--- config.mk ---
export PLATFORM = sky130hd
export DESIGN_NAME = encoder_marker_turns_config
export DESIGN_NICKNAME = d
export VERILOG_FILES = /design/src/rtl/enc_cfg_pkg.sv /design/src/rtl/marker_sync.sv /design/src/rtl/encoder_marker_turns_config.sv
export SDC_FILE = /design/constraint.sdc
export NUM_CORES = 1
export LEC_CHECK = 0
export BUFFER_PORTS_ARGS = -buffer_cell sky130_fd_sc_hd__buf_2
export CAP_MARGIN = 0
export CORE_UTILIZATION = 45
export DETAILED_ROUTE_END_ITERATION = 16
export GPL_TIMING_DRIVEN = 0
export PLACE_DENSITY = 0.75
export RECOVER_POWER = 50
export SLEW_MARGIN = 20
export SYNTH_ARGS = -nofsm -noshare
export SYNTH_HDL_FRONTEND = slang
export SYNTH_SLANG_ARGS = --single-unit
--- constraint.sdc ---
create_clock -name clk_sys -period 12.2 [get_ports clk_sys]
set_clock_uncertainty 0.15 [all_clocks]
set_input_delay 0 -clock clk_sys [delete_from_list [all_inputs] [get_ports clk_sys]]
set_output_delay 0 -clock clk_sys [all_outputs]
set_load 0.05 [all_outputs]
--- src/rtl/enc_cfg_pkg.sv ---
// shared offsets, field positions, reset values and encoder type codes
package enc_cfg_pkg;
	// register byte offsets
	localparam logic [7:0] OFF_CTRL = 8'h00;
	localparam logic [7:0] OFF_FLAG = 8'h04;
	localparam logic [7:0] OFF_TURNS = 8'h08;
	localparam logic [7:0] OFF_LPR = 8'h0c;
	localparam logic [7:0] OFF_POS_LO = 8'h10;
	localparam logic [7:0] OFF_POS_HI = 8'h14;
	localparam logic [7:0] OFF_ELC = 8'h18;
	localparam logic [7:0] OFF_POLE = 8'h1c;
	localparam logic [7:0] OFF_REVLEN = 8'h20;
	localparam logic [7:0] OFF_STATUS = 8'h24;
	// control and pole register field positions
	localparam int CTRL_INHIBIT = 0;
	localparam int CTRL_MODE = 1;
	localparam int CTRL_LINEAR_ROTARY = 2;
	localparam int CTRL_AUTOCFG = 3;
	localparam int CTRL_TYPE_LSB = 4;
	localparam int POLE_COUNT_LSB = 16;
	// reset values, limits and masks
	localparam logic [7:0] TURNS_RESET = 8'h10;
	localparam logic [4:0] TURNS_LIMIT = 5'h10;
	localparam logic [7:0] RATIO_SHOWN = 8'hff;
	localparam logic [18:0] LPR_RESET = 19'h00400;
	localparam logic [15:0] POLE_PITCH_RESET = 16'h0001;
	localparam logic [7:0] POLE_COUNT_RESET = 8'h02;
	localparam logic [15:0] FULL_TURNS_MASK = 16'hffff;
	typedef enum logic [3:0] {
		quadrature_type = 4'h0,
		freq_dir_type = 4'h1,
		fwd_rev_type = 4'h2,
		quadrature_commutation_type = 4'h3,
		freq_dir_commutation_type = 4'h4,
		fwd_rev_commutation_type = 4'h5,
		sincos_plain_type = 4'h6,
		sincos_comms_h_type = 4'h7,
		sincos_comms_e_type = 4'h8,
		sincos_synchronous_serial_type = 4'h9,
		serial_comms_e_type = 4'ha,
		serial_synchronous_type = 4'hb
	} enc_type_t;
endpackage

--- src/rtl/marker_sync.sv ---
// three-stage synchroniser with agreement filter for the marker pin
`timescale 1ns/1ns
module marker_sync (
	input wire logic clk_sys,
	input wire logic reset,
	input wire logic pin_in,
	output logic level_out
);
	logic s1_ff;
	logic s2_ff;
	logic s3_ff;
	logic level_ff;

	always_ff @(posedge clk_sys or posedge reset) begin
		if (reset) begin
			s1_ff <= 1'b0;
			s2_ff <= 1'b0;
			s3_ff <= 1'b0;
		end else begin
			s1_ff <= pin_in;
			s2_ff <= s1_ff;
			s3_ff <= s2_ff;
		end
	end

	// level moves only when the two late stages agree
	always_ff @(posedge clk_sys or posedge reset) begin
		if (reset) begin
			level_ff <= 1'b0;
		end else if (s2_ff == s3_ff) begin
			level_ff <= s3_ff;
		end
	end

	assign level_out = level_ff;
endmodule

--- src/rtl/encoder_marker_turns_config.sv ---
// encoder marker, turns counter and line-count configuration with apb registers
// How it works
// - marker flag sets on each marker event; only software clears it
// - inhibit 0: marker resets position and sets flag; inhibit 1: flag only
// - marker mode zero clears position and fine position, keeps revolutions
// - marker mode one clears revolutions, position and fine position together
// - marker acts only for incremental and plain sine-cosine types
// - turns bits zero holds revolution count at zero
// - nonzero turns bits masks revolution count, wrapping after all ones
// - turns bits above 16 act as 16
// - turns bits reset to 16
// - linear comms encoder: no mask, full 16-bit revolution count
// - linear comms: turns bits is sine period to comms lsb ratio
// - auto ratio above 255 kept inside, shows 255, locks turns writes
// - auto-config enabled runs at power-up and every encoder init
// - turns bits and line count take effect only with drive disabled
// - line count clamped to one except servo-variant servo or pure serial
// - equivalent lines: lines, half lines, or sine periods by type
// - linear revolution equals pole pitch times pole count
// - position held as 48 bits: turns, position, fine position
// - revolution count rolls over as sixteen-bit counter only with turns bits of 16 or more, or linear comms
//
// The APB slave port and the register addresses were chosen for this implementation.
`timescale 1ns/1ns
module encoder_marker_turns_config #(
	parameter logic AUTO_SAVED = 1'b1,
	parameter int LPR_W = 19
) (
	input wire logic clk_sys,
	input wire logic reset,
	input wire logic psel,
	input wire logic penable,
	input wire logic pwrite,
	input wire logic [7:0] paddr,
	input wire logic [31:0] pwdata,
	output logic [31:0] prdata,
	output logic pready,
	output logic pslverr,
	input wire logic marker_pin,
	input wire logic drive_enabled,
	input wire logic servo_mode,
	input wire logic pos_valid,
	input wire logic [31:0] pos_delta,
	input wire logic init_valid,
	input wire logic [47:0] init_position,
	input wire logic enc_init,
	input wire logic autocfg_done,
	input wire logic [15:0] autocfg_ratio,
	output logic autocfg_start,
	output logic [15:0] revolution_count,
	output logic [15:0] position_word,
	output logic [15:0] fine_position,
	output logic [LPR_W-1:0] equivalent_line_count,
	output logic [15:0] linear_ratio,
	output logic [23:0] rev_length
);
	import enc_cfg_pkg::*;

	logic marker_lvl;
	logic marker_prev_ff;
	logic marker_rise;
	logic marker_types;
	logic marker_evt;
	logic inhibit_ff;
	logic mode_ff;
	logic linear_rotary_ff;
	logic autocfg_en_ff;
	enc_type_t type_ff;
	logic flag_ff;
	logic [7:0] turns_bits_ff;
	logic [7:0] turns_act_ff;
	logic [LPR_W-1:0] lpr_ff;
	logic [LPR_W-1:0] lpr_act_ff;
	logic [15:0] pole_pitch_ff;
	logic [7:0] pole_count_ff;
	logic ratio_lock_ff;
	logic [15:0] big_ratio_ff;
	logic boot_ff;
	logic autocfg_start_ff;
	logic [15:0] rev_ff;
	logic [15:0] pos_ff;
	logic [15:0] fine_ff;
	logic [LPR_W-1:0] elc_ff;
	logic [23:0] rev_len_ff;
	logic [31:0] prdata_ff;
	logic wr_en;
	logic rd_setup;
	logic mapped;
	logic flag_clr_wr;
	logic turns_wr;
	logic linear_comms;
	logic [15:0] turns_mask;
	logic [4:0] turns_eff;
	logic [47:0] nxt_pos;
	logic [LPR_W-1:0] lpr_clamped;
	logic lpr_zero_ok;
	logic [31:0] rd_mux;

	marker_sync u_marker_sync (
		.clk_sys(clk_sys),
		.reset(reset),
		.pin_in(marker_pin),
		.level_out(marker_lvl)
	);

	// apb decode, zero wait states
	assign pready = 1'b1;
	assign wr_en = psel && penable && pwrite && mapped;
	assign rd_setup = psel && !penable && !pwrite;
	assign flag_clr_wr = wr_en && (paddr == OFF_FLAG) && !pwdata[0];
	assign turns_wr = wr_en && (paddr == OFF_TURNS);

	always_comb begin
		if (paddr == OFF_CTRL) begin
			mapped = 1'b1;
		end else if (paddr == OFF_FLAG || paddr == OFF_TURNS || paddr == OFF_LPR) begin
			mapped = 1'b1;
		end else if (paddr == OFF_POS_LO || paddr == OFF_POS_HI || paddr == OFF_ELC) begin
			mapped = 1'b1;
		end else if (paddr == OFF_POLE || paddr == OFF_REVLEN || paddr == OFF_STATUS) begin
			mapped = 1'b1;
		end else begin
			mapped = 1'b0;
		end
	end

	assign pslverr = psel && penable && !mapped;

	always_comb begin
		if (paddr == OFF_CTRL) begin
			rd_mux = {24'h000000, type_ff, autocfg_en_ff, linear_rotary_ff, mode_ff, inhibit_ff};
		end else if (paddr == OFF_FLAG) begin
			rd_mux = {31'h00000000, flag_ff};
		end else if (paddr == OFF_TURNS) begin
			rd_mux = {24'h000000, turns_bits_ff};
		end else if (paddr == OFF_LPR) begin
			rd_mux = 32'(lpr_ff);
		end else if (paddr == OFF_POS_LO) begin
			rd_mux = {pos_ff, fine_ff};
		end else if (paddr == OFF_POS_HI) begin
			rd_mux = {16'h0000, rev_ff};
		end else if (paddr == OFF_ELC) begin
			rd_mux = 32'(elc_ff);
		end else if (paddr == OFF_POLE) begin
			rd_mux = {8'h00, pole_count_ff, pole_pitch_ff};
		end else if (paddr == OFF_REVLEN) begin
			rd_mux = {8'h00, rev_len_ff};
		end else if (paddr == OFF_STATUS) begin
			rd_mux = {15'h0000, ratio_lock_ff, linear_ratio};
		end else begin
			rd_mux = 32'h00000000;
		end
	end

	always_ff @(posedge clk_sys or posedge reset) begin
		if (reset) begin
			prdata_ff <= 32'h00000000;
		end else if (rd_setup) begin
			prdata_ff <= rd_mux;
		end
	end
	assign prdata = prdata_ff;

	// control register
	always_ff @(posedge clk_sys or posedge reset) begin
		if (reset) begin
			inhibit_ff <= 1'b0;
			mode_ff <= 1'b0;
			linear_rotary_ff <= 1'b1;
			autocfg_en_ff <= AUTO_SAVED;
			type_ff <= quadrature_type;
		end else if (wr_en && paddr == OFF_CTRL) begin
			inhibit_ff <= pwdata[CTRL_INHIBIT];
			mode_ff <= pwdata[CTRL_MODE];
			linear_rotary_ff <= pwdata[CTRL_LINEAR_ROTARY];
			autocfg_en_ff <= pwdata[CTRL_AUTOCFG];
			type_ff <= enc_type_t'(pwdata[CTRL_TYPE_LSB +: 4]);
		end
	end

	always_ff @(posedge clk_sys or posedge reset) begin
		if (reset) begin
			lpr_ff <= LPR_RESET;
			pole_pitch_ff <= POLE_PITCH_RESET;
			pole_count_ff <= POLE_COUNT_RESET;
		end else if (wr_en && paddr == OFF_LPR) begin
			lpr_ff <= pwdata[LPR_W-1:0];
		end else if (wr_en && paddr == OFF_POLE) begin
			pole_pitch_ff <= pwdata[15:0];
			pole_count_ff <= pwdata[POLE_COUNT_LSB +: 8];
		end
	end

	// turns bits, auto-config result wins over a software write
	always_ff @(posedge clk_sys or posedge reset) begin
		if (reset) begin
			turns_bits_ff <= TURNS_RESET;
			ratio_lock_ff <= 1'b0;
			big_ratio_ff <= 16'h0000;
		end else if (autocfg_done) begin
			if (autocfg_ratio > 16'(RATIO_SHOWN)) begin
				turns_bits_ff <= RATIO_SHOWN;
				ratio_lock_ff <= 1'b1;
				big_ratio_ff <= autocfg_ratio;
			end else begin
				turns_bits_ff <= autocfg_ratio[7:0];
				ratio_lock_ff <= 1'b0;
			end
		end else if (turns_wr && !ratio_lock_ff) begin
			turns_bits_ff <= pwdata[7:0];
		end
	end

	// background sampling, applied only while the output stage is off
	always_ff @(posedge clk_sys or posedge reset) begin
		if (reset) begin
			turns_act_ff <= TURNS_RESET;
			lpr_act_ff <= LPR_RESET;
		end else if (!drive_enabled) begin
			turns_act_ff <= turns_bits_ff;
			lpr_act_ff <= lpr_ff;
		end
	end

	assign linear_ratio = ratio_lock_ff ? big_ratio_ff : {8'h00, turns_act_ff};

	// auto-config request at power-up and each encoder init
	always_ff @(posedge clk_sys or posedge reset) begin
		if (reset) begin
			boot_ff <= 1'b1;
			autocfg_start_ff <= 1'b0;
		end else begin
			boot_ff <= 1'b0;
			autocfg_start_ff <= autocfg_en_ff && (boot_ff || enc_init);
		end
	end
	assign autocfg_start = autocfg_start_ff;

	// marker detection
	always_ff @(posedge clk_sys or posedge reset) begin
		if (reset) begin
			marker_prev_ff <= 1'b0;
		end else begin
			marker_prev_ff <= marker_lvl;
		end
	end
	assign marker_rise = marker_lvl && !marker_prev_ff;
	assign marker_types = (type_ff <= sincos_plain_type);
	assign marker_evt = marker_rise && marker_types;

	// set wins over the software clear
	always_ff @(posedge clk_sys or posedge reset) begin
		if (reset) begin
			flag_ff <= 1'b0;
		end else if (marker_evt) begin
			flag_ff <= 1'b1;
		end else if (flag_clr_wr) begin
			flag_ff <= 1'b0;
		end
	end

	// turns mask
	assign linear_comms = !linear_rotary_ff && (type_ff >= sincos_comms_h_type)
		&& (type_ff <= sincos_synchronous_serial_type);
	assign turns_eff = (turns_act_ff > 8'(TURNS_LIMIT)) ? TURNS_LIMIT : turns_act_ff[4:0];
	always_comb begin
		if (linear_comms) begin
			turns_mask = FULL_TURNS_MASK;
		end else if (turns_eff == 5'h00) begin
			turns_mask = 16'h0000;
		end else begin
			turns_mask = 16'((17'h00001 << turns_eff) - 17'h00001);
		end
	end

	// 48-bit position: turns, position, fine
	always_comb begin
		if (init_valid) begin
			nxt_pos = init_position;
		end else if (pos_valid) begin
			nxt_pos = {rev_ff, pos_ff, fine_ff} + {{16{pos_delta[31]}}, pos_delta};
		end else begin
			nxt_pos = {rev_ff, pos_ff, fine_ff};
		end
		if (marker_evt && !inhibit_ff && !init_valid) begin
			nxt_pos[31:0] = 32'h00000000;
			if (mode_ff) begin
				nxt_pos[47:32] = 16'h0000;
			end
		end
	end

	always_ff @(posedge clk_sys or posedge reset) begin
		if (reset) begin
			rev_ff <= 16'h0000;
			pos_ff <= 16'h0000;
			fine_ff <= 16'h0000;
		end else begin
			rev_ff <= nxt_pos[47:32] & turns_mask;
			pos_ff <= nxt_pos[31:16];
			fine_ff <= nxt_pos[15:0];
		end
	end
	assign revolution_count = rev_ff;
	assign position_word = pos_ff;
	assign fine_position = fine_ff;

	// equivalent lines and linear revolution length
	assign lpr_zero_ok = (servo_mode && type_ff >= quadrature_commutation_type
		&& type_ff <= fwd_rev_commutation_type) || (type_ff >= serial_comms_e_type);
	assign lpr_clamped = (lpr_act_ff == '0 && !lpr_zero_ok) ? LPR_W'(1) : lpr_act_ff;

	always_ff @(posedge clk_sys or posedge reset) begin
		if (reset) begin
			elc_ff <= LPR_RESET;
			rev_len_ff <= 24'h000000;
		end else begin
			case (type_ff)
				freq_dir_type, fwd_rev_type, freq_dir_commutation_type,
				fwd_rev_commutation_type: begin
					elc_ff <= lpr_clamped >> 1;
				end
				default: begin
					elc_ff <= lpr_clamped;
				end
			endcase
			rev_len_ff <= 24'(pole_pitch_ff) * 24'(pole_count_ff);
		end
	end
	assign equivalent_line_count = elc_ff;
	assign rev_length = rev_len_ff;
endmodule

==> qor.csv, run 1 <==
stage,metric,value,unit
run_status,status,"finished, violations left",
run_status,failing checks,"capacitance limit, slew limit",
pwr,pwr dens,119,nW/um^2
sta,Slew Limit Fails,239,
final_layout,# fillers,3386,
detailed_routing,Via density,5.89,
final_layout,most frequent cells in the layout,"224 x dfrtp_1, 207 x clkbuf_1, 173 x nand2_1, 156 x buf_2, 127 x dlygate4sd3_1",
global_routing,first-pass GRT wire length,96.2,mm
floorplanning,Die Span Y,198,um
global_routing,gr usage total,33.0,%
global_routing,Congestion Overflow GR,0,
worst_setup_path,critical path type,in2async,
worst_setup_path,CP endpoint,prdata[28],
sta,crit path time final,7.35,ns
placed_design,IO Port Bufs,275,
detailed_routing,drc violations,0,
sta,final worst-path cycle share,60.3,%
pwr,Static Leakage,10.1,nW
clock_tree,CTS tree,built,
detailed_routing,drt initial violations,1398,
yosys,Synth Warn #,0,
sta,worst setup margin,4.85,ns
placed_design,pre-CTS setup slack,6.43,ns
detailed_routing,drt first pass iters,7,
clock_tree,post-CTS setup buffers,0,
clock_tree,"Hold-fix buffers, CTS",127,
yosys,Synth Flop Type,dfrtp_1,
detailed_routing,vias post-DR,16053,
clock_tree,number of buffers created by CTS,27,
yosys,mapped cell area,17200,um^2
sta,Final Hold Vio Count,0,
worst_setup_path,Worst EP arrival,6.65,ns
sta,Finish-stage setup viols,0,
clock_tree,clk sinks,234,
floorplanning,Core Rows,71,
worst_setup_path,Reg2Reg Launch Point,pole_count_ff[2],
worst_setup_path,worst r2r path cells,19,
yosys,synthesized netlist cell count,1758,
sta,worst-margin pin slew,5.11,ns
sta,Rel. slew slack,-241,%
clock_tree,"Clk pin slew, worst setup/hold paths",0.06,ns
floorplanning,number of top-level pins,290,
detailed_routing,Post-DRT Antenna Nets,0,
yosys,flop and latch count out of synthesis,234,
worst_setup_path,Crit. End Element,async pin,
hold_path,worst hold path class,in2reg,
final_layout,# nets final,2516,
worst_setup_path,WP data required,11.50,ns
run,Max Cap Viol,3,
clock_tree,Worst-Skew Late Latency,0.57,ns
yosys,sequential fraction of the synthesis area,34.1,%
clock_tree,maximum buffer depth of the clock tree,3,
floorplanning,Starting Density,45.7,%
clock_tree,post-CTS resize count,0,
placed_design,GP Congestion,0.995,
yosys,Yosys cell types,91,
clock_tree,root buffer cell,clkbuf_16,
worst_setup_path,FF-to-FF End,rev_length[22],
yosys,Avg Inst Size Synth,9.79,um^2
global_routing,vias in the first global route,16064,
detailed_routing,wire per inst,23.6,um
sta,RSZ-0062 raised after global routing,false,
final_layout,share of layout cells above drive strength 1,15.5,%
sta,setup TNS,0,ns
placed_design,hpwl dp,50.1,mm
floorplanning,die width,198,um
yosys,Post-synth ARST share,100,%
final_layout,synth-to-layout area growth,23.5,%
worst_setup_path,CP Max Fanout,94,
worst_setup_path,reg2reg setup slack,6.29,ns
final_layout,"most common cell after layout, fill and taps aside",dfrtp_1,
detailed_routing,Post-Route WL,64.3,mm
sta,fmax,136,MHz
floorplanning,Die Area,39000,um^2
yosys,syn_nets,2083,
worst_setup_path,Startpoint Class,input pin,
pwr,worst vdd ir,111,uV
global_routing,initial antenna violation count,4,
global_routing,largest net degree at the start of global routing,95,
clock_tree,htree depth,1,
worst_setup_path,Crit. Startpoint,reset,
yosys,Post-synth EDFFs,0,
floorplanning,area of the core,37700,um^2
## layer usage
| metal | vias to the layer above | wire length (um) | global-route usage (%) |
|---|---|---|---|
| li1 | 7098 | - | - |
| met1 | 7940 | 24600 | 40.9 |
| met2 | 826 | 30800 | 55.9 |
| met3 | 189 | 5640 | 5.77 |
| met4 | 0 | 3290 | 15.3 |
| met5 | - | 0 | 0 |
## worst min-delay path by stage
stage / end / slack [ns] / from / cells after the start
global placement: u_marker_sync.s1_ff / -0.04 / marker_pin / 1
detailed placement: u_marker_sync.level_out / -0.08 / reset / 2
floorplan: u_marker_sync.s1_ff / -0.12 / marker_pin / 0
global route: prdata[18] / 0.04 / pwrite / 5
CTS: position_word[13] / 0.003 / pos_delta[29] / 5
finish: fine_position[13] / 0.009 / pos_delta[13] / 5
## cells by family after synthesis
family	Yosys count	share of synthesized area (%)
AO/OA/AOI/OAI	422	17.4
XOR/XNOR	61	3.11
adder cells (fa/ha/maj)	178	16.6
buffers and inverters	217	4.80
flip-flops	234	34.1
multiplexers	158	10.1
other	2	0.0436
AND/OR/NAND/NOR	486	13.8
## cell usage after synthesis (50+ instances only)
master,instances,share of area (%)
fa_1,85,9.9
a21oi_1,84,2.4
a21o_1,50,2.2
ha_1,92,6.7
nand2_1,173,3.8
dfrtp_1,224,33
and2_1,109,4.0
o21ai_0,89,2.6
mux2_2,102,6.7
inv_1,123,2.7
clkbuf_1,76,1.7
nor2_1,83,1.8
## report_power, final
part	switching [mW]	internal (mW)
combinational	0.511	0.275
sequential	0.0874	0.824
clock	0.340	0.484
## sequential cells by signal, indices dropped and copies added (netlist names), 4 cells and up
name,count
pole_pitch_ff,16
position_word,16
prdata,32
pole_count_ff,8
big_ratio_ff,16
equivalent_line_count,19
lpr_act_ff,19
rev_length,24
type_ff,4
lpr_ff,19
revolution_count,16
turns_act_ff,8
turns_bits_ff,8
fine_position,16
## final cells by class
cell class / instances / area (um^2) / area share (%)
clock buffers: 36 / 769 / 3.62
multi-input cells: 1307 / 10500 / 49.5
repair buffers: 404 / 2500 / 11.8
flip-flops and latches: 234 / 5870 / 27.6
inverters: 124 / 467 / 2.20
diodes: 4 / 10.0 / 0.0471
well taps: 511 / 639 / 3.01
clock inverters: 12 / 123 / 0.577
plain buffers: 93 / 360 / 1.70
## through the flow
stage | instances | hold WS [ns] | total power [mW] | area (um^2) | utilization [%]
floorplan | 1758 | -0.119 | 1.42 | 17200 | -
global placement | 2544 | -0.0378 | 1.64 | 19200 | 51.0
detailed placement | 2546 | -0.0792 | 1.65 | 19300 | 51.2
CTS | 2721 | 0.00318 | 2.52 | 21400 | 56.9
global route | 2723 | 0.0377 | 2.61 | 21200 | 56.4
finish | 2725 | 0.00896 | 2.52 | 21200 | 56.4
## critical path, cell delays in order
cell and delay [ns]:
dlygate4sd3_1 0.53, buf_2 0.12, dlygate4sd3_1 0.56, clkinvlp_2 1.64, clkbuf_1 3.68
No activity file was read; power rests on OpenSTA's default activity.
==> run 2, diff against run 1 <==
--- a/config.mk
+++ b/config.mk
@@ -10,7 +10,7 @@
 export CORE_UTILIZATION = 45
 export DETAILED_ROUTE_END_ITERATION = 16
 export GPL_TIMING_DRIVEN = 0
-export PLACE_DENSITY = 0.75
+export PLACE_DENSITY = 0.78
 export RECOVER_POWER = 50
 export SLEW_MARGIN = 20
 export SYNTH_ARGS = -nofsm -noshare
==> constraint.sdc (replaced) <==
create_clock -name clk_sys -period 6.7 [get_ports clk_sys]
set_clock_uncertainty 0.15 [all_clocks]
set_input_delay 0 -clock clk_sys [delete_from_list [all_inputs] [get_ports clk_sys]]
set_output_delay 0 -clock clk_sys [all_outputs]
set_load 0.05 [all_outputs]
==> run 2 against run 1 <==
Compared with the run above: final cell count up 0.11%; sequential power rose by 82%; register-to-register slack worse by 5.6 ns; critical path depth grew 14; setup slack lost 4.1 ns; the run still ends with capacitance limit, slew limit left; worst hold slack better by 0.011 ns; clock power up 110%; combinational power rose by 83%; die area unchanged.
==> qor.csv, run 2 (synthesis results as in run 1) <==
stage,metric,value,unit,change
floorplanning,area of the core,37700,um^2,unchanged
detailed_routing,drc violations,0,,unchanged
global_routing,Congestion Overflow GR,0,,unchanged
final_layout,"most common cell after layout, fill and taps aside",dfrtp_1,,unchanged
final_layout,"Core Util, Final",56.8,%,was 56.4%
final_layout,post-route insts no fill,2728,,was 2725
worst_setup_path,worst r2r path cells,19,,unchanged
placed_design,pre-CTS setup slack,0.858,ns,was 6.43 ns
run_status,failing checks,"capacitance limit, slew limit",,unchanged
worst_setup_path,Worst EP arrival,6.30,ns,was 6.65 ns
final_layout,max reg flops,32,,unchanged
placed_design,IO Port Bufs,275,,unchanged
sta,worst setup margin,0.712,ns,was 4.85 ns
pwr,NetSw,1.73,mW,was 0.939 mW
detailed_routing,Post-Route WL,64.9,mm,was 64.3 mm
worst_setup_path,critical path depth in cells,19,,was 5
worst_setup_path,"CP delay by family, top",adder cells,,was buffers and inverters
pwr,Pwr Total,4.83,mW,was 2.52 mW
sta,setup TNS,0,ns,unchanged
clock_tree,htree depth,1,,unchanged
sta,Hold Slack,0.0199,ns,was 0.00896 ns
detailed_routing,wire per inst,23.8,um,was 23.6 um
worst_setup_path,"most used cell, CP",fa_1,,was dlygate4sd3_1
detailed_routing,drt initial violations,1321,,was 1398
global_routing,largest net degree at the start of global routing,97,,was 95
final_layout,# fillers,3359,,was 3386
worst_setup_path,Crit. End Element,register,,was async pin
sta,RSZ-0062 raised after global routing,false,,unchanged
hold_path,worst hold path class,in2reg,,unchanged
clock_tree,maximum buffer depth of the clock tree,3,,unchanged
placed_design,area post-placement,19300,um^2,unchanged
final_layout,share of layout cells above drive strength 1,15.6,%,was 15.5%
global_routing,gr usage total,33.5,%,was 33.0%
pwr,Clock power frac,35.8,%,was 32.7%
sta,Finish-stage setup viols,0,,unchanged
detailed_routing,Post-DRT Antenna Nets,0,,unchanged
pwr,switch share,35.9,%,was 37.2%
final_layout,synth-to-layout area growth,24.4,%,was 23.5%
clock_tree,"Clk pin slew, worst setup/hold paths",0.06,ns,about the same
final_layout,# nets final,2518,,was 2516
sta,crit path time final,5.99,ns,
placed_design,Placed Cells,2546,,unchanged
worst_setup_path,crit-path max cell delay,0.58,ns,was 3.68 ns
final_layout,Sequential cell area,5870,um^2,unchanged
floorplanning,Core Rows,71,,unchanged
pwr,Seq pwr share,34.3,%,was 36.1%
clock_tree,CTS tree,built,,unchanged
placed_design,GP Congestion,0.984,,was 0.995
worst_setup_path,Reg2Reg Launch Point,pole_count_ff[2],,unchanged
detailed_routing,vias post-DR,16088,,was 16053
pwr,Static Leakage,10.2,nW,was 10.1 nW
global_routing,initial antenna violation count,2,,was 4
floorplanning,Die Area,39000,um^2,unchanged
final_layout,post-route design area,21400,um^2,was 21200 um^2
worst_setup_path,Startpoint Class,register,,was input pin
sta,worst-margin pin slew,2.51,ns,was 5.11 ns
hold_path,hold depth,5,,unchanged
worst_setup_path,"Cell Chain, Critical Path","clkbuf_1, nand2_1, fa_1, fa_1, inv_1, fa_1, inv_1, fa_1, inv_1, ha_1, o21ai_0, nand2b_1, a31oi_1, o21ai_1, nor4_1, nor3_1, a211o_1, o311ai_1, xnor2_1",,"was dlygate4sd3_1, buf_2, dlygate4sd3_1, clkinvlp_2, clkbuf_1"
floorplanning,die width,198,um,unchanged
run_status,status,"finished, violations left",,unchanged
clock_tree,clk sinks,234,,unchanged
pwr,pwr dens,226,nW/um^2,was 119 nW/um^2
global_routing,vias in the first global route,16507,,was 16064
clock_tree,post-CTS setup buffers,0,,unchanged
global_routing,first-pass GRT wire length,98.0,mm,was 96.2 mm
sta,final worst-path cycle share,89.4,%,
worst_setup_path,CP Max Fanout,10,,was 94
clock_tree,number of buffers created by CTS,28,,was 27
final_layout,multi-input logic area,10500,um^2,unchanged
pwr,combinational power share,29.9,%,was 31.2%
pwr,worst vdd ir,210,uV,was 111 uV
sta,Slew Limit Fails,239,,unchanged
detailed_routing,Via density,5.90,,was 5.89
clock_tree,root buffer cell,clkbuf_16,,unchanged
worst_setup_path,WP data required,7.01,ns,was 11.50 ns
hold_path,worst hold start,pos_delta[12],,was pos_delta[13]
worst_setup_path,Crit. Startpoint,pole_count_ff[2],,was reset
final_layout,most frequent cells in the layout,"224 x dfrtp_1, 207 x clkbuf_1, 173 x nand2_1, 156 x buf_2, 128 x dlygate4sd3_1",,"was 224 x dfrtp_1, 207 x clkbuf_1, 173 x nand2_1, 156 x buf_2, 127 x dlygate4sd3_1"
worst_setup_path,Worst path slowest cell,dfrtp_1,,was clkbuf_1
placed_design,hpwl dp,50.2,mm,was 50.1 mm
sta,Rel. slew slack,-68.0,%,was -241%
floorplanning,number of top-level pins,290,,unchanged
floorplanning,Starting Density,45.7,%,unchanged
clock_tree,Worst-Skew Late Latency,0.57,ns,about the same
pwr,Cell Int Power,3.09,mW,was 1.58 mW
run,Max Cap Viol,3,,unchanged
worst_setup_path,critical path type,reg2reg,,was in2async
worst_setup_path,critical path buffer and inverter count,4,,was 5
sta,fmax,167,MHz,
sta,Final Hold Vio Count,0,,unchanged
floorplanning,Die Span Y,198,um,unchanged
detailed_routing,drt first pass iters,6,,was 7
run 2: cell count changes in the layout (fill, tap and decap cells not counted), sizes merged:
| cell | change |
|---|---|
| clkbuf | +1 |
| buf | +1 |
| clkinvlp | -2 |
| inv | -2 |
| dlygate4sd3 | +1 |
| bufinv | +5 |
| clkinv | +1 |
| diode | -2 |
run 2: layout make-up:
cell class              instances  area share [%]
repair buffers                405            11.7
well taps                     511            2.99
clock inverters                14            1.18
plain buffers                  93            1.68
flip-flops and latches        234            27.4
diodes                          2          0.0234
clock buffers                  38            3.69
inverters                     124            2.18
multi-input cells            1307            49.1
run 2: final timing paths:
kind	end	slack (ns)
setup reg to reg	rev_length[22]	0.71
hold / removal	fine_position[12]	0.02
max in group asynchronous	equivalent_line_count[18]	1.99
min in group asynchronous	u_marker_sync.s1_ff	1.13
hold reg to reg	u_marker_sync.s2_ff	0.22
setup / recovery	rev_length[22]	0.71
run 2: worst register-to-register path: cells and delay by family, from the launching register on:
family | cells | cell delay, ns
AO/OA/AOI/OAI | 5 | 1.12
XOR/XNOR | 1 | 0.18
adder cells (fa/ha/maj) | 5 | 2.38
buffers and inverters | 4 | 0.58
flip-flops | 1 | 0.58
AND/OR/NAND/NOR | 4 | 0.90
run 2: repair_timing:
| item | in CTS | in global routing |
|---|---|---|
| hold buffers | 128 | 0 |
| gates resized for setup | 0 | 0 |
| endpoints found under the hold margin | 364 | 0 |
run 2: per-layer routing:
metal	vias to the layer above	wire length (um)	track usage [%]
met5	-	0	0
met2	852	31300	56.8
li1	7098	-	-
met1	7972	25100	41.4
met3	166	5300	5.12
met4	0	3240	16.5
run 2: power groups by stage:
stage / registers [mW] / logic [mW] / clock network, mW
2_1_floorplan: 1.81 / 0.772 / 0
3_3_place_gp: 1.67 / 1.33 / 0
3_5_place_dp: 1.67 / 1.35 / 0
4_1_cts: 1.64 / 1.43 / 1.74
5_1_grt: 1.66 / 1.55 / 1.79
6_report: 1.66 / 1.44 / 1.73
==> run 3, diff against run 2 <==
--- a/config.mk
+++ b/config.mk
@@ -10,7 +10,7 @@
 export CORE_UTILIZATION = 45
 export DETAILED_ROUTE_END_ITERATION = 16
 export GPL_TIMING_DRIVEN = 0
-export PLACE_DENSITY = 0.78
+export PLACE_DENSITY_LB_ADDON = 0.2
 export RECOVER_POWER = 50
 export SLEW_MARGIN = 20
 export SYNTH_ARGS = -nofsm -noshare
==> run 3 against run 2 <==
Compared with the run above: the flow still finishes with violations (capacitance limit, slew limit); highest routed layer unchanged; critical endpoint unchanged; critical path depth unchanged; clock-buffer cell count shrank 4; combinational power hardly changed; final cell count barely moved; die area stayed put; setup slack got worse by 0.19 ns.
==> qor.csv, run 3 (synthesis results as in run 1) <==
stage,metric,value,unit,change
final_layout,"most common cell after layout, fill and taps aside",dfrtp_1,,unchanged
hold_path,worst hold path class,in2reg,,unchanged
detailed_routing,WL met3,5.44,mm,was 5.30 mm
clock_tree,post-CTS resize count,0,,unchanged
clock_tree,htree depth,1,,unchanged
final_layout,# fillers,3482,,was 3359
floorplanning,area of the core,37700,um^2,unchanged
worst_setup_path,CP Max Fanout,10,,unchanged
run,Max Cap Viol,2,,was 3
worst_setup_path,critical path type,reg2reg,,unchanged
final_layout,multi-input logic area,10500,um^2,unchanged
worst_setup_path,worst r2r path cells,19,,unchanged
global_routing,gr usage total,33.3,%,was 33.5%
floorplanning,Core Rows,71,,unchanged
worst_setup_path,Startpoint Class,register,,unchanged
sta,worst setup margin,0.525,ns,was 0.712 ns
floorplanning,Die Area,39000,um^2,unchanged
clock_tree,clk sinks,234,,unchanged
final_layout,max reg flops,32,,unchanged
global_routing,Congestion Overflow GR,0,,unchanged
detailed_routing,drt initial violations,1261,,was 1321
final_layout,ant diodes,0,,was 2
clock_tree,Worst-Skew Late Latency,0.58,ns,was 0.57 ns
sta,Rel. slew slack,-96.8,%,was -68.0%
worst_setup_path,Worst EP arrival,6.52,ns,was 6.30 ns
worst_setup_path,FF-to-FF End,rev_length[22],,unchanged
sta,RSZ-0062 raised after global routing,false,,unchanged
final_layout,share of layout cells above drive strength 1,15.5,%,was 15.6%
run_status,failing checks,"capacitance limit, slew limit",,unchanged
pwr,pwr dens,220,nW/um^2,was 226 nW/um^2
worst_setup_path,WP data required,7.04,ns,was 7.01 ns
placed_design,GP Congestion,0.930,,was 0.984
clock_tree,root buffer cell,clkbuf_16,,unchanged
placed_design,IO Port Bufs,275,,unchanged
hold_path,Hold EP,big_ratio_ff[11],,was fine_position[12]
placed_design,pre-CTS setup slack,0.576,ns,was 0.858 ns
pwr,worst vdd ir,211,uV,was 210 uV
final_layout,synth-to-layout area growth,24.2,%,was 24.4%
hold_path,worst hold start,autocfg_ratio[11],,was pos_delta[12]
pwr,Pwr Total,4.70,mW,was 4.83 mW
global_routing,initial antenna violation count,1,,was 2
sta,worst-margin pin slew,2.94,ns,was 2.51 ns
hold_path,hold depth,4,,was 5
detailed_routing,wl on met1,26.0,mm,was 25.1 mm
sta,crit path time final,6.17,ns,was 5.99 ns
sta,Final Hold Vio Count,0,,unchanged
global_routing,largest net degree at the start of global routing,97,,unchanged
clock_tree,"Hold-fix buffers, CTS",130,,was 128
detailed_routing,Post-DRT Antenna Nets,0,,unchanged
final_layout,post-route design area,21400,um^2,about the same
detailed_routing,drc violations,0,,unchanged
sta,fmax,162,MHz,was 167 MHz
floorplanning,number of top-level pins,290,,unchanged
detailed_routing,drt first pass iters,8,,was 6
clock_tree,maximum buffer depth of the clock tree,3,,unchanged
clock_tree,"Clk pin slew, worst setup/hold paths",0.07,ns,was 0.06 ns
detailed_routing,wire per inst,23.8,um,about the same
pwr,Static Leakage,10.2,nW,about the same
clock_tree,number of buffers created by CTS,27,,was 28
worst_setup_path,reg2reg setup slack,0.53,ns,was 0.71 ns
run_status,status,"finished, violations left",,unchanged
placed_design,area post-placement,19300,um^2,unchanged
final_layout,Sequential cell area,5870,um^2,unchanged
sta,final worst-path cycle share,92.2,%,was 89.4%
global_routing,first-pass GRT wire length,96.4,mm,was 98.0 mm
final_layout,# nets final,2519,,was 2518
floorplanning,Starting Density,45.7,%,unchanged
sta,Slew Limit Fails,141,,was 239
detailed_routing,uppermost layer routed,met4,,unchanged
detailed_routing,met2 wire len,30.5,mm,was 31.3 mm
detailed_routing,Post-Route WL,64.9,mm,about the same
clock_tree,CTS tree,built,,unchanged
sta,setup TNS,0,ns,unchanged
floorplanning,die width,198,um,unchanged
detailed_routing,Via density,5.84,,was 5.90
worst_setup_path,Reg2Reg Launch Point,pole_count_ff[4],,was pole_count_ff[2]
final_layout,most frequent cells in the layout,"224 x dfrtp_1, 207 x clkbuf_1, 173 x nand2_1, 155 x buf_2, 130 x dlygate4sd3_1",,"was 224 x dfrtp_1, 207 x clkbuf_1, 173 x nand2_1, 156 x buf_2, 128 x dlygate4sd3_1"
worst_setup_path,Crit. End Element,register,,unchanged
placed_design,hpwl dp,50.6,mm,was 50.2 mm
sta,Finish-stage setup viols,0,,unchanged
floorplanning,Die Span Y,198,um,unchanged
global_routing,vias in the first global route,15781,,was 16507
clock_tree,post-CTS setup buffers,0,,unchanged
detailed_routing,vias post-DR,15908,,was 16088
[run 3: cell types whose count changed in the layout (fill, tap and decap cells not counted), sizes merged, moves of 2 or more]
| cell | previous run | this run |
|---|---|---|
| buf | 167 | 165 |
| bufinv | 7 | 4 |
| clkbuf | 241 | 239 |
| clkinvlp | 1 | 5 |
| diode | 2 | 0 |
| dlygate4sd3 | 128 | 130 |
| inv | 123 | 125 |
[run 3: layer usage]
metal | vias up | track usage [%]
met5 | - | 0
met4 | 0 | 13.1
met3 | 144 | 4.93
met2 | 761 | 55.6
met1 | 7900 | 43.4
li1 | 7103 | -
[run 3: metrics by stage]
| stage | util [%] | cells | hold slack, ns |
|---|---|---|---|
| 2_1_floorplan | - | 1758 | -0.119 |
| 3_3_place_gp | 51.0 | 2544 | -0.0379 |
| 3_5_place_dp | 51.2 | 2546 | -0.0742 |
| 4_1_cts | 57.2 | 2726 | 0.000163 |
| 5_1_grt | 56.7 | 2726 | 0.0371 |
| 6_report | 56.7 | 2726 | 0.0193 |
[run 3: final cells by class]
| cell class | count | share of cell area, % |
|---|---|---|
| Multi-Input combinational cell | 1307 | 49.2 |
| Sequential cell | 234 | 27.5 |
| Timing Repair Buffer | 407 | 11.9 |
| Clock buffer | 34 | 3.47 |
| Tap cell | 511 | 2.99 |
| Inverter | 124 | 2.18 |
| Buffer | 93 | 1.69 |
| Clock inverter | 16 | 1.03 |
[run 3: how the worst max path moves through the flow]
stage                      from                to  slack [ns]  depth (start not counted)
4_1_cts        pole_count_ff[4]    rev_length[22]        0.54                         19
3_5_place_dp   pole_count_ff[3]    rev_length[22]        0.58                         19
3_3_place_gp              reset  position_word[7]       -2.72                          2
6_report       pole_count_ff[4]    rev_length[22]        0.53                         19
5_1_grt        pole_count_ff[4]    rev_length[22]        0.27                         19
2_1_floorplan             reset     autocfg_start        0.15                          1
[run 3: worst max-delay path: stages, from the launching register on]
cell and delay, ns:
dfrtp_1 0.67, clkbuf_1 0.57, nand2_1 0.14, fa_1 0.49, fa_1 0.55, inv_1 0.07, fa_1 0.50, inv_1 0.05
fa_1 0.48, inv_1 0.04, ha_1 0.30, o21ai_0 0.17, nand2b_1 0.09, a31oi_1 0.34, o21ai_1 0.21, nor4_1 0.50
nor3_1 0.21, a211o_1 0.31, o311ai_1 0.09, xnor2_1 0.15
[run 3: power breakdown]
part           switching [mW]  internal, mW  total [mW]
Sequential              0.158          1.50        1.66
Clock                   0.672         0.948        1.62
Combinational           0.921         0.504        1.43
Total                    1.75          2.95        4.70
